## config.mk

```make
export PLATFORM = sky130hd
export DESIGN_NAME = nvm_ctrl_status_regs
export DESIGN_NICKNAME = d
export VERILOG_FILES = /design/src/hw/nvm_regs_pkg.sv /design/src/hw/nvm_power_ctl.sv /design/src/hw/nvm_ctrl_status_regs.sv
export SDC_FILE = /design/constraint.sdc
export NUM_CORES = 1
export LEC_CHECK = 0
export BUFFER_PORTS_ARGS = -buffer_cell sky130_fd_sc_hd__buf_4
export CAP_MARGIN = 20
export CORE_ASPECT_RATIO = 0.6
export CORE_MARGIN = 5
export CORE_UTILIZATION = 51
export DETAILED_ROUTE_END_ITERATION = 8
export PLACE_DENSITY_LB_ADDON = 0.3
export SLEW_MARGIN = 15
export SYNTH_ARGS = -nofsm -noshare
export SYNTH_HDL_FRONTEND = slang
export SYNTH_HIERARCHICAL = 1
export SYNTH_SLANG_ARGS = --single-unit
```

## constraint.sdc

```tcl
create_clock -name aclk -period 3.4 [get_ports aclk]
set_clock_uncertainty 0.15 [all_clocks]
set_input_delay 0.34 -clock aclk [delete_from_list [all_inputs] [get_ports aclk]]
set_output_delay 0.34 -clock aclk [all_outputs]
set_load 0.01 [all_outputs]
```

## src/hw/nvm_regs_pkg.sv

```systemverilog
// Package with register map, field layout and carrier types of the flash control registers
// Functional notes
// - Policy 0: sleep reduces, first access wakes
// - Policy 1: sleep reduces, sleep exit wakes
// - Policy 3 disables; 2 reserved
// - Manual bit 0: last buffer word starts programming
// - Manual bit 1 (reset): command-only programming
// - Read wait states 0..15, reset zero
// - Params top twelve bits: RWW page count
// - Page size code: 8 bytes shifted left
// - Params low sixteen bits: main page count
// - Enable-clear: write one clears enable
// - Enable-set: write one sets enable
// - Error flag sets on errors, W1C
// - Ready flag zero while busy, read-only
// - Status bit 8 shows security bit
// - Status bit 4: program/erase failure, W1C
// - Status bit 3: locked region program, W1C
// - Status bit 2: bad command or key, W1C
// - Status bit 1: buffer loaded, sticky
// - Status bit 0: power reduction state
package nvm_regs_pkg;
  // Byte offsets
  localparam logic [7:0] ctrl_off = 8'h04;
  localparam logic [7:0] params_off = 8'h08;
  localparam logic [7:0] ien_clr_off = 8'h0c;
  localparam logic [7:0] ien_set_off = 8'h10;
  localparam logic [7:0] flags_off = 8'h14;
  localparam logic [7:0] status_off = 8'h18;
  // Control field layout
  localparam int sleep_pol_lsb = 8;
  localparam int manual_write_pos = 7;
  localparam int wait_states_lsb = 1;
  localparam logic [31:0] ctrl_reset = 32'h0000_0080;
  // Sleep policy codes
  localparam logic [1:0] pol_wake_access = 2'h0;
  localparam logic [1:0] pol_wake_exit = 2'h1;
  localparam logic [1:0] pol_disabled = 2'h3;
  // Parameter field layout
  localparam int rww_lsb = 20;
  localparam int page_size_lsb = 16;
  // Flag and status bit positions
  localparam int ready_pos = 0;
  localparam int error_pos = 1;
  localparam int reduced_pos = 0;
  localparam int load_pos = 1;
  localparam int bad_cmd_pos = 2;
  localparam int lock_err_pos = 3;
  localparam int op_err_pos = 4;
  localparam int sec_pos = 8;
  // AXI responses
  localparam logic [1:0] resp_okay = 2'h0;
  localparam logic [1:0] resp_slverr = 2'h2;

  // Events from the flash engine side
  typedef struct packed {
    logic busy;
    logic op_fail;
    logic lock_viol;
    logic bad_cmd;
    logic buf_load;
    logic buf_last;
    logic page_write_cmd;
    logic buf_clear_cmd;
    logic reduce_set_cmd;
    logic reduce_clr_cmd;
    logic flash_access;
    logic sleep_enter;
    logic sleep_exit;
    logic security_active;
  } flash_evt_type;

  // Controls toward the flash engine
  typedef struct packed {
    logic auto_write_start;
    logic low_power;
    logic [3:0] read_wait_states;
  } flash_ctl_type;
endpackage

```

## src/hw/nvm_power_ctl.sv

```systemverilog
// Power reduction state tracker of the flash block
`timescale 1ns/1ps
`default_nettype none
module nvm_power_ctl (
  // Clock and reset
  input wire logic aclk,
  input wire logic aresetn,
  // Policy and events
  input wire logic [1:0] policy,
  input wire logic set_cmd,
  input wire logic clr_cmd,
  input wire logic flash_access,
  input wire logic sleep_enter,
  input wire logic sleep_exit,
  // State
  output logic reduced
);
  logic reduced_r;
  logic reduced_nxt;
  wire auto_on = policy == nvm_regs_pkg::pol_wake_access || policy == nvm_regs_pkg::pol_wake_exit;
  // Entry wins over wake in the same cycle; sleep entry beats a stray access
  always_comb begin
    reduced_nxt = reduced_r;
    if (clr_cmd) reduced_nxt = 1'b0;
    if (flash_access) reduced_nxt = 1'b0;
    if (sleep_exit && policy == nvm_regs_pkg::pol_wake_exit) reduced_nxt = 1'b0;
    if (set_cmd) reduced_nxt = 1'b1;
    if (sleep_enter && auto_on) reduced_nxt = 1'b1;
  end
  always_ff @(posedge aclk) begin
    if (!aresetn) reduced_r <= 1'b0;
    else reduced_r <= reduced_nxt;
  end
  assign reduced = reduced_r;
endmodule
`default_nettype wire

```

## src/hw/nvm_ctrl_status_regs.sv

```systemverilog
// Flash controller control, parameter, interrupt and status registers on AXI4-Lite
//
// Implementation choice: the AXI4-Lite interface to the registers.
`timescale 1ns/1ps
`default_nettype none
module nvm_ctrl_status_regs #(
  parameter logic [11:0] rww_pages = 12'h000,
  parameter logic [2:0] page_size_code = 3'h0,
  parameter logic [15:0] main_pages = 16'h0000
) (
  // Clock and reset
  input wire logic aclk,
  input wire logic aresetn,
  // AXI4-Lite write address
  input wire logic [7:0] s_axi_awaddr,
  input wire logic s_axi_awvalid,
  output logic s_axi_awready,
  // AXI4-Lite write data
  input wire logic [31:0] s_axi_wdata,
  input wire logic [3:0] s_axi_wstrb,
  input wire logic s_axi_wvalid,
  output logic s_axi_wready,
  // AXI4-Lite write response
  output logic [1:0] s_axi_bresp,
  output logic s_axi_bvalid,
  input wire logic s_axi_bready,
  // AXI4-Lite read address
  input wire logic [7:0] s_axi_araddr,
  input wire logic s_axi_arvalid,
  output logic s_axi_arready,
  // AXI4-Lite read data
  output logic [31:0] s_axi_rdata,
  output logic [1:0] s_axi_rresp,
  output logic s_axi_rvalid,
  input wire logic s_axi_rready,
  // Flash engine side
  input wire nvm_regs_pkg::flash_evt_type flash_evt,
  output nvm_regs_pkg::flash_ctl_type flash_ctl,
  // Interrupt request
  output logic irq
);
  ////////////////////////////////////////////////////////////////////////////////
  // Write channel capture
  logic aw_held_r;
  logic w_held_r;
  logic [7:0] awaddr_r;
  logic [31:0] wdata_r;
  logic [3:0] wstrb_r;
  logic bvalid_r;
  logic [1:0] bresp_r;

  // Address and data are taken in either order, each held until the pair is done
  assign s_axi_awready = !aw_held_r && !bvalid_r;
  assign s_axi_wready = !w_held_r && !bvalid_r;
  wire aw_take = s_axi_awvalid && s_axi_awready;
  wire w_take = s_axi_wvalid && s_axi_wready;
  wire aw_have = aw_held_r || aw_take;
  wire w_have = w_held_r || w_take;
  wire wr_fire = aw_have && w_have && !bvalid_r;
  wire [7:0] wr_addr = aw_held_r ? awaddr_r : s_axi_awaddr;
  wire [31:0] wr_data_raw = w_held_r ? wdata_r : s_axi_wdata;
  wire [3:0] wr_strb = w_held_r ? wstrb_r : s_axi_wstrb;

  // Byte lanes without strobe leave bits untouched, and write-one bits see zero
  function automatic logic [31:0] lane_mask(input logic [3:0] strb);
    logic [31:0] m;
    m = '0;
    for (int i = 0; i < 4; i++) begin
      m[i*8 +: 8] = {8{strb[i]}};
    end
    return m;
  endfunction
  wire [31:0] wmask = lane_mask(wr_strb);
  wire [31:0] wr_data = wr_data_raw & wmask;

  // Offset check shared by reads and writes
  function automatic logic is_mapped(input logic [7:0] a);
    return a == nvm_regs_pkg::ctrl_off || a == nvm_regs_pkg::params_off ||
           a == nvm_regs_pkg::ien_clr_off || a == nvm_regs_pkg::ien_set_off ||
           a == nvm_regs_pkg::flags_off || a == nvm_regs_pkg::status_off;
  endfunction

  wire wr_ctrl = wr_fire && wr_addr == nvm_regs_pkg::ctrl_off;
  wire wr_ien_clr = wr_fire && wr_addr == nvm_regs_pkg::ien_clr_off;
  wire wr_ien_set = wr_fire && wr_addr == nvm_regs_pkg::ien_set_off;
  wire wr_flags = wr_fire && wr_addr == nvm_regs_pkg::flags_off;
  wire wr_status = wr_fire && wr_addr == nvm_regs_pkg::status_off;
  wire [1:0] wr_resp = is_mapped(wr_addr) ? nvm_regs_pkg::resp_okay : nvm_regs_pkg::resp_slverr;

  always_ff @(posedge aclk) begin
    if (!aresetn) begin
      aw_held_r <= 1'b0;
      w_held_r <= 1'b0;
      awaddr_r <= 8'h00;
      wdata_r <= 32'h0000_0000;
      wstrb_r <= 4'h0;
    end else begin
      aw_held_r <= aw_have && !wr_fire;
      w_held_r <= w_have && !wr_fire;
      if (aw_take) awaddr_r <= s_axi_awaddr;
      if (w_take) wdata_r <= s_axi_wdata;
      if (w_take) wstrb_r <= s_axi_wstrb;
    end
  end

  // Write response one cycle after the pair completes
  always_ff @(posedge aclk) begin
    if (!aresetn) begin
      bvalid_r <= 1'b0;
      bresp_r <= nvm_regs_pkg::resp_okay;
    end else if (wr_fire) begin
      bvalid_r <= 1'b1;
      bresp_r <= wr_resp;
    end else if (s_axi_bready) begin
      bvalid_r <= 1'b0;
    end
  end
  assign s_axi_bvalid = bvalid_r;
  assign s_axi_bresp = bresp_r;

  ////////////////////////////////////////////////////////////////////////////////
  // Control register
  logic [31:0] ctrl_r;
  localparam logic [31:0] ctrl_wmask = 32'h0000_039e;
  wire [31:0] ctrl_nxt = (ctrl_r & ~(wmask & ctrl_wmask)) | (wr_data & ctrl_wmask);
  always_ff @(posedge aclk) begin
    if (!aresetn) ctrl_r <= nvm_regs_pkg::ctrl_reset;
    else if (wr_ctrl) ctrl_r <= ctrl_nxt;
  end
  wire [1:0] sleep_power_policy = ctrl_r[nvm_regs_pkg::sleep_pol_lsb +: 2];
  wire manual_write_bit = ctrl_r[nvm_regs_pkg::manual_write_pos];
  wire [3:0] read_wait_states = ctrl_r[nvm_regs_pkg::wait_states_lsb +: 4];

  ////////////////////////////////////////////////////////////////////////////////
  // Power reduction tracking
  logic power_reduced_state;
  nvm_power_ctl u_power (
    .aclk(aclk),
    .aresetn(aresetn),
    .policy(sleep_power_policy),
    .set_cmd(flash_evt.reduce_set_cmd),
    .clr_cmd(flash_evt.reduce_clr_cmd),
    .flash_access(flash_evt.flash_access),
    .sleep_enter(flash_evt.sleep_enter),
    .sleep_exit(flash_evt.sleep_exit),
    .reduced(power_reduced_state)
  );

  // Controls to the engine; auto start only with the manual bit clear
  logic [3:0] wait_states_out_r;
  logic auto_start_r;
  logic low_power_r;
  always_ff @(posedge aclk) begin
    if (!aresetn) begin
      wait_states_out_r <= 4'h0;
      auto_start_r <= 1'b0;
      low_power_r <= 1'b0;
    end else begin
      wait_states_out_r <= read_wait_states;
      auto_start_r <= !manual_write_bit && flash_evt.buf_last;
      low_power_r <= power_reduced_state;
    end
  end
  // One driver for the whole control word, fields in struct order
  assign flash_ctl = {auto_start_r, low_power_r, wait_states_out_r};

  ////////////////////////////////////////////////////////////////////////////////
  // Interrupt enables, one shared pair behind the set and clear views
  logic [1:0] ien_r;
  wire [1:0] ien_nxt = (ien_r & ~(wr_ien_clr ? wr_data[1:0] : 2'h0)) | (wr_ien_set ? wr_data[1:0] : 2'h0);
  always_ff @(posedge aclk) begin
    if (!aresetn) ien_r <= 2'h0;
    else ien_r <= ien_nxt;
  end

  ////////////////////////////////////////////////////////////////////////////////
  // Sticky flags; a new event wins over a write-one clear in the same cycle
  logic err_flag_r;
  logic op_err_r;
  logic lock_err_r;
  logic bad_cmd_r;
  logic load_r;
  wire any_err = flash_evt.op_fail || flash_evt.lock_viol || flash_evt.bad_cmd;
  wire clr_err = wr_flags && wr_data[nvm_regs_pkg::error_pos];
  wire clr_op = wr_status && wr_data[nvm_regs_pkg::op_err_pos];
  wire clr_lock = wr_status && wr_data[nvm_regs_pkg::lock_err_pos];
  wire clr_bad = wr_status && wr_data[nvm_regs_pkg::bad_cmd_pos];
  wire clr_load = (wr_status && wr_data[nvm_regs_pkg::load_pos]) ||
                  flash_evt.page_write_cmd || flash_evt.buf_clear_cmd || auto_start_r;
  always_ff @(posedge aclk) begin
    if (!aresetn) begin
      err_flag_r <= 1'b0;
      op_err_r <= 1'b0;
      lock_err_r <= 1'b0;
      bad_cmd_r <= 1'b0;
      load_r <= 1'b0;
    end else begin
      err_flag_r <= any_err || (err_flag_r && !clr_err);
      op_err_r <= flash_evt.op_fail || (op_err_r && !clr_op);
      lock_err_r <= flash_evt.lock_viol || (lock_err_r && !clr_lock);
      bad_cmd_r <= flash_evt.bad_cmd || (bad_cmd_r && !clr_bad);
      load_r <= flash_evt.buf_load || (load_r && !clr_load);
    end
  end

  // Ready is live engine state, not stored
  wire ready_flag = !flash_evt.busy;
  wire [1:0] flags_now = {err_flag_r, ready_flag};

  // Interrupt level from enabled flags
  logic irq_r;
  always_ff @(posedge aclk) begin
    if (!aresetn) irq_r <= 1'b0;
    else irq_r <= |(flags_now & ien_r);
  end
  assign irq = irq_r;

  ////////////////////////////////////////////////////////////////////////////////
  // Read path
  wire [31:0] params_word = {rww_pages, 1'b0, page_size_code, main_pages};
  wire [31:0] status_word = {23'h0, flash_evt.security_active, 3'h0, op_err_r, lock_err_r, bad_cmd_r, load_r,
                             power_reduced_state};
  wire [31:0] ctrl_word = ctrl_r & ctrl_wmask;
  wire [31:0] ien_word = {30'h0, ien_r};
  wire [31:0] flags_word = {30'h0, flags_now};
  wire [31:0] rd_word =
    s_axi_araddr == nvm_regs_pkg::ctrl_off ? ctrl_word :
    s_axi_araddr == nvm_regs_pkg::params_off ? params_word :
    s_axi_araddr == nvm_regs_pkg::ien_clr_off ? ien_word :
    s_axi_araddr == nvm_regs_pkg::ien_set_off ? ien_word :
    s_axi_araddr == nvm_regs_pkg::flags_off ? flags_word :
    s_axi_araddr == nvm_regs_pkg::status_off ? status_word : 32'h0000_0000;

  logic rvalid_r;
  logic [31:0] rdata_r;
  logic [1:0] rresp_r;
  assign s_axi_arready = !rvalid_r;
  wire ar_take = s_axi_arvalid && s_axi_arready;
  // Read data registered one cycle after the address is taken
  always_ff @(posedge aclk) begin
    if (!aresetn) begin
      rvalid_r <= 1'b0;
      rdata_r <= 32'h0000_0000;
      rresp_r <= nvm_regs_pkg::resp_okay;
    end else if (ar_take) begin
      rvalid_r <= 1'b1;
      rdata_r <= rd_word;
      rresp_r <= is_mapped(s_axi_araddr) ? nvm_regs_pkg::resp_okay : nvm_regs_pkg::resp_slverr;
    end else if (s_axi_rready) begin
      rvalid_r <= 1'b0;
    end
  end
  assign s_axi_rvalid = rvalid_r;
  assign s_axi_rdata = rdata_r;
  assign s_axi_rresp = rresp_r;
endmodule
`default_nettype wire

```

==> results.json <==
{
  "timing.final.max_slew_violations": 0,
  "rsz0062_at_grt": "no",
  "synth_top_family_by_area": "simple AND/OR/NAND/NOR gates",
  "synth_area_leader_cell": "dfxtp_1",
  "synth_area_sq_um": 2810,
  "dr.pass1.iters": 4,
  "place_congestion": 0.748,
  "grt_overflow_total": 0,
  "viasPerCell": 5.47,
  "dr.first_iter.drc_count": 97,
  "synth-edff-count": 0,
  "antenna_found_initial": 0,
  "drive_gt1_share_pct": 22.7,
  "cts.reportedPaths.clkPinSlew_ns": 0.10,
  "fmax_mhz": 369,
  "dieHeight_microns": 67.5,
  "cts_hold_buf": 0,
  "utilization_pct": 63.5,
  "synth-compound-area-share_pct": 20.6,
  "syn_area_per_cell_sq_um": 8.42,
  "grtUsageTotal_pct": 19.1,
  "crit_type": "reg -> reg",
  "die_w_microns": 106,
  "ios": 121,
  "ant_nets": 0,
  "synth_fa_ha_area_share_pct": 0,
  "min_period_ns": 2.71,
  "period_share_pct": 79.7,
  "setup_ws_ns": 0.692,
  "n_antenna_cell": 0,
  "numCtsBuffers": 5,
  "post_drt_wl_per_cell_microns": 15.2,
  "clock_sinks": 54,
  "drc": 0,
  "nets": 460,
  "synth-simple-area-share_pct": 25.9,
  "finalSetupViolCount": 0,
  "multi_input_area_sq_um": 1500,
  "worst_slew_pin_slew_ns": 0.830,
  "irDropWorstVdd_mv": 0.168,
  "core-area_sq_um": 5200,
  "ys_seq_area_share_pct": 38.4,
  "seqCellArea_sq_um": 1080,
  "hp-class": "in -> reg",
  "finalHoldViolCount": 0,
  "ys.flop_type": "dfxtp_1",
  "cp.arrival_ns": 2.74,
  "grt_max_degree": 57,
  "cts_root_buffer": "clkbuf_8",
  "pre_cts_slack_ns": 0.773,
  "drt_wl_total_microns": 6900,
  "grt_pass1_wl_microns": 11000,
  "area_growth_pct": 17.4,
  "fillers": 463,
  "cts_tree": "yes",
  "synthTopCellsByArea": "dfxtp_1, buf_4, nand2_1",
  "syn_inst": 334,
  "yosys_warnings": 6,
  "leakagePower_uw": 0.00137,
  "async_flop_share_pct": 0,
  "cp.required_ns": 3.44,
  "outcome": "completed",
  "num_vias": 2483,
  "synth.distinct_cells": 54,
  "worstSetupEndpointType": "register",
  "synth_top_cell_area_share_pct": 38.4,
  "powerDensity_nw_per_um2": 393,
  "cts_setup_buffers": 0,
  "maxCapViolations": 0,
  "core.rowCount": 20,
  "initial_core_util_pct": 54.1,
  "cts_max_level": 2,
  "clkLatencyLatePin_ns": 0.32,
  "ys_ff_latch": 54,
  "yosys.area_share.xor_xnor_pct": 0.311,
  "fin_tns_setup_ns": 0,
  "cts.repair.resized": 0,
  "crit_path_max_fanout": 20,
  "io_buffers": 68,
  "slew_headroom_pct": 44.2,
  "synth_mux_area_share_pct": 3.07,
  "dp_hpwl_microns": 5220,
  "grt_pass1_vias": 2285,
  "place_area_sq_um": 3210,
  "cp-start-kind": "register",
  "clockBufferDepth": 2,
  "final_cell_area_sq_um": 3300,
  "dieArea_sq_um": 7150
}
[cell type report]
| class | count | area share, % |
|---|---|---|
| repair buffers | 68 | 15.5 |
| well taps | 66 | 2.50 |
| multi-input cells | 249 | 45.5 |
| clock buffers | 5 | 2.08 |
| inverters | 9 | 1.02 |
| flip-flops and latches | 54 | 32.7 |
| clock inverters | 3 | 0.720 |
[critical path, cell delays in order, from the launching register on]
cell	delay, ns
dfxtp_1	0.71
or4b_1	0.53
and2_1	0.25
nor4_1	0.76
a31oi_1	0.17
[cell usage in the layout, fill, tap and decap left out, drive strengths merged, types with 3 or more instances in the layout]
cell	instances
and2	9
o211a	4
a22oi	5
dfxtp	54
nor3b	7
a32o	8
nor3	4
buf	68
inv	10
nor4b	3
nand3	11
clkbuf	5
nor2	12
conb	26
a21boi	25
nand3b	4
or3	3
nor2b	4
or4b	4
a21oi	5
mux2i	6
nand2b	4
a31oi	9
nor4	3
nand2	54
and3b	3
o21ai	14
[synth_stat cells (all sizes together) (3+ instances only)]
master and n:
a32o 8, inv 9, and3b 3, or3 3, o211a 4, or4b 4
nor3 4, a21oi 5, nand3 11, nor4 3, a31oi 9, nand2b 4
o21ai 14, nor2 12, and2 9, a22oi 5, dfxtp 54, mux2i 6
nor4b 3, nor2b 4, nand2 54, nand3b 4, nor3b 7, buf 30
clkbuf 17, a21boi 25
[cells by family (layout without fill, tap and decap cells)]
family / count (synthesis) / in the layout
flip-flops: 54 / 54
AO/OA/AOI/OAI: 80 / 80
multiplexers: 8 / 8
buffers and inverters: 56 / 85
other: 1 / 26
AND/OR/NAND/NOR: 134 / 134
XOR/XNOR: 1 / 1
[layer usage]
layer	GRT usage, %	up-vias	wire [microns]
met1	26.8	1181	3360
met3	4.39	9	365
met5	0	-	0
met2	30.1	63	3100
li1	-	1230	-
met4	4.52	0	67
[per-stage QoR]
stage	std cells	hold WS, ns	power [uW]
3_5_place_dp	446	0.290	936
6_report	454	0.0838	1300
2_1_floorplan	359	0.252	866
4_1_cts	454	0.0882	1300
5_1_grt	454	0.0912	1360
3_3_place_gp	446	0.290	927
[where the power goes]
part,switching [uW],internal (uW),leakage (uW)
Sequential,34.6,661,0.000441
Clock,226,148,0.0000408
Combinational,127,102,0.000886
Total,388,910,0.00137
[final timing paths]
| kind | startpoint | endpoint | slack, ns | depth (start not counted) |
|---|---|---|---|---|
| max reg2reg | aw_held_r$_SDFF_PN0_ | lock_err_r$_SDFF_PN0_ | 0.69 | 4 |
| min reg2reg | register | auto_start_r$_SDFF_PN0_ | 0.31 | 1 |
| max | aw_held_r$_SDFF_PN0_ | lock_err_r$_SDFF_PN0_ | 0.69 | 4 |
| min | flash_evt[8] | auto_start_r$_SDFF_PN0_ | 0.08 | 3 |
No activity file was read; power rests on OpenSTA's default activity.
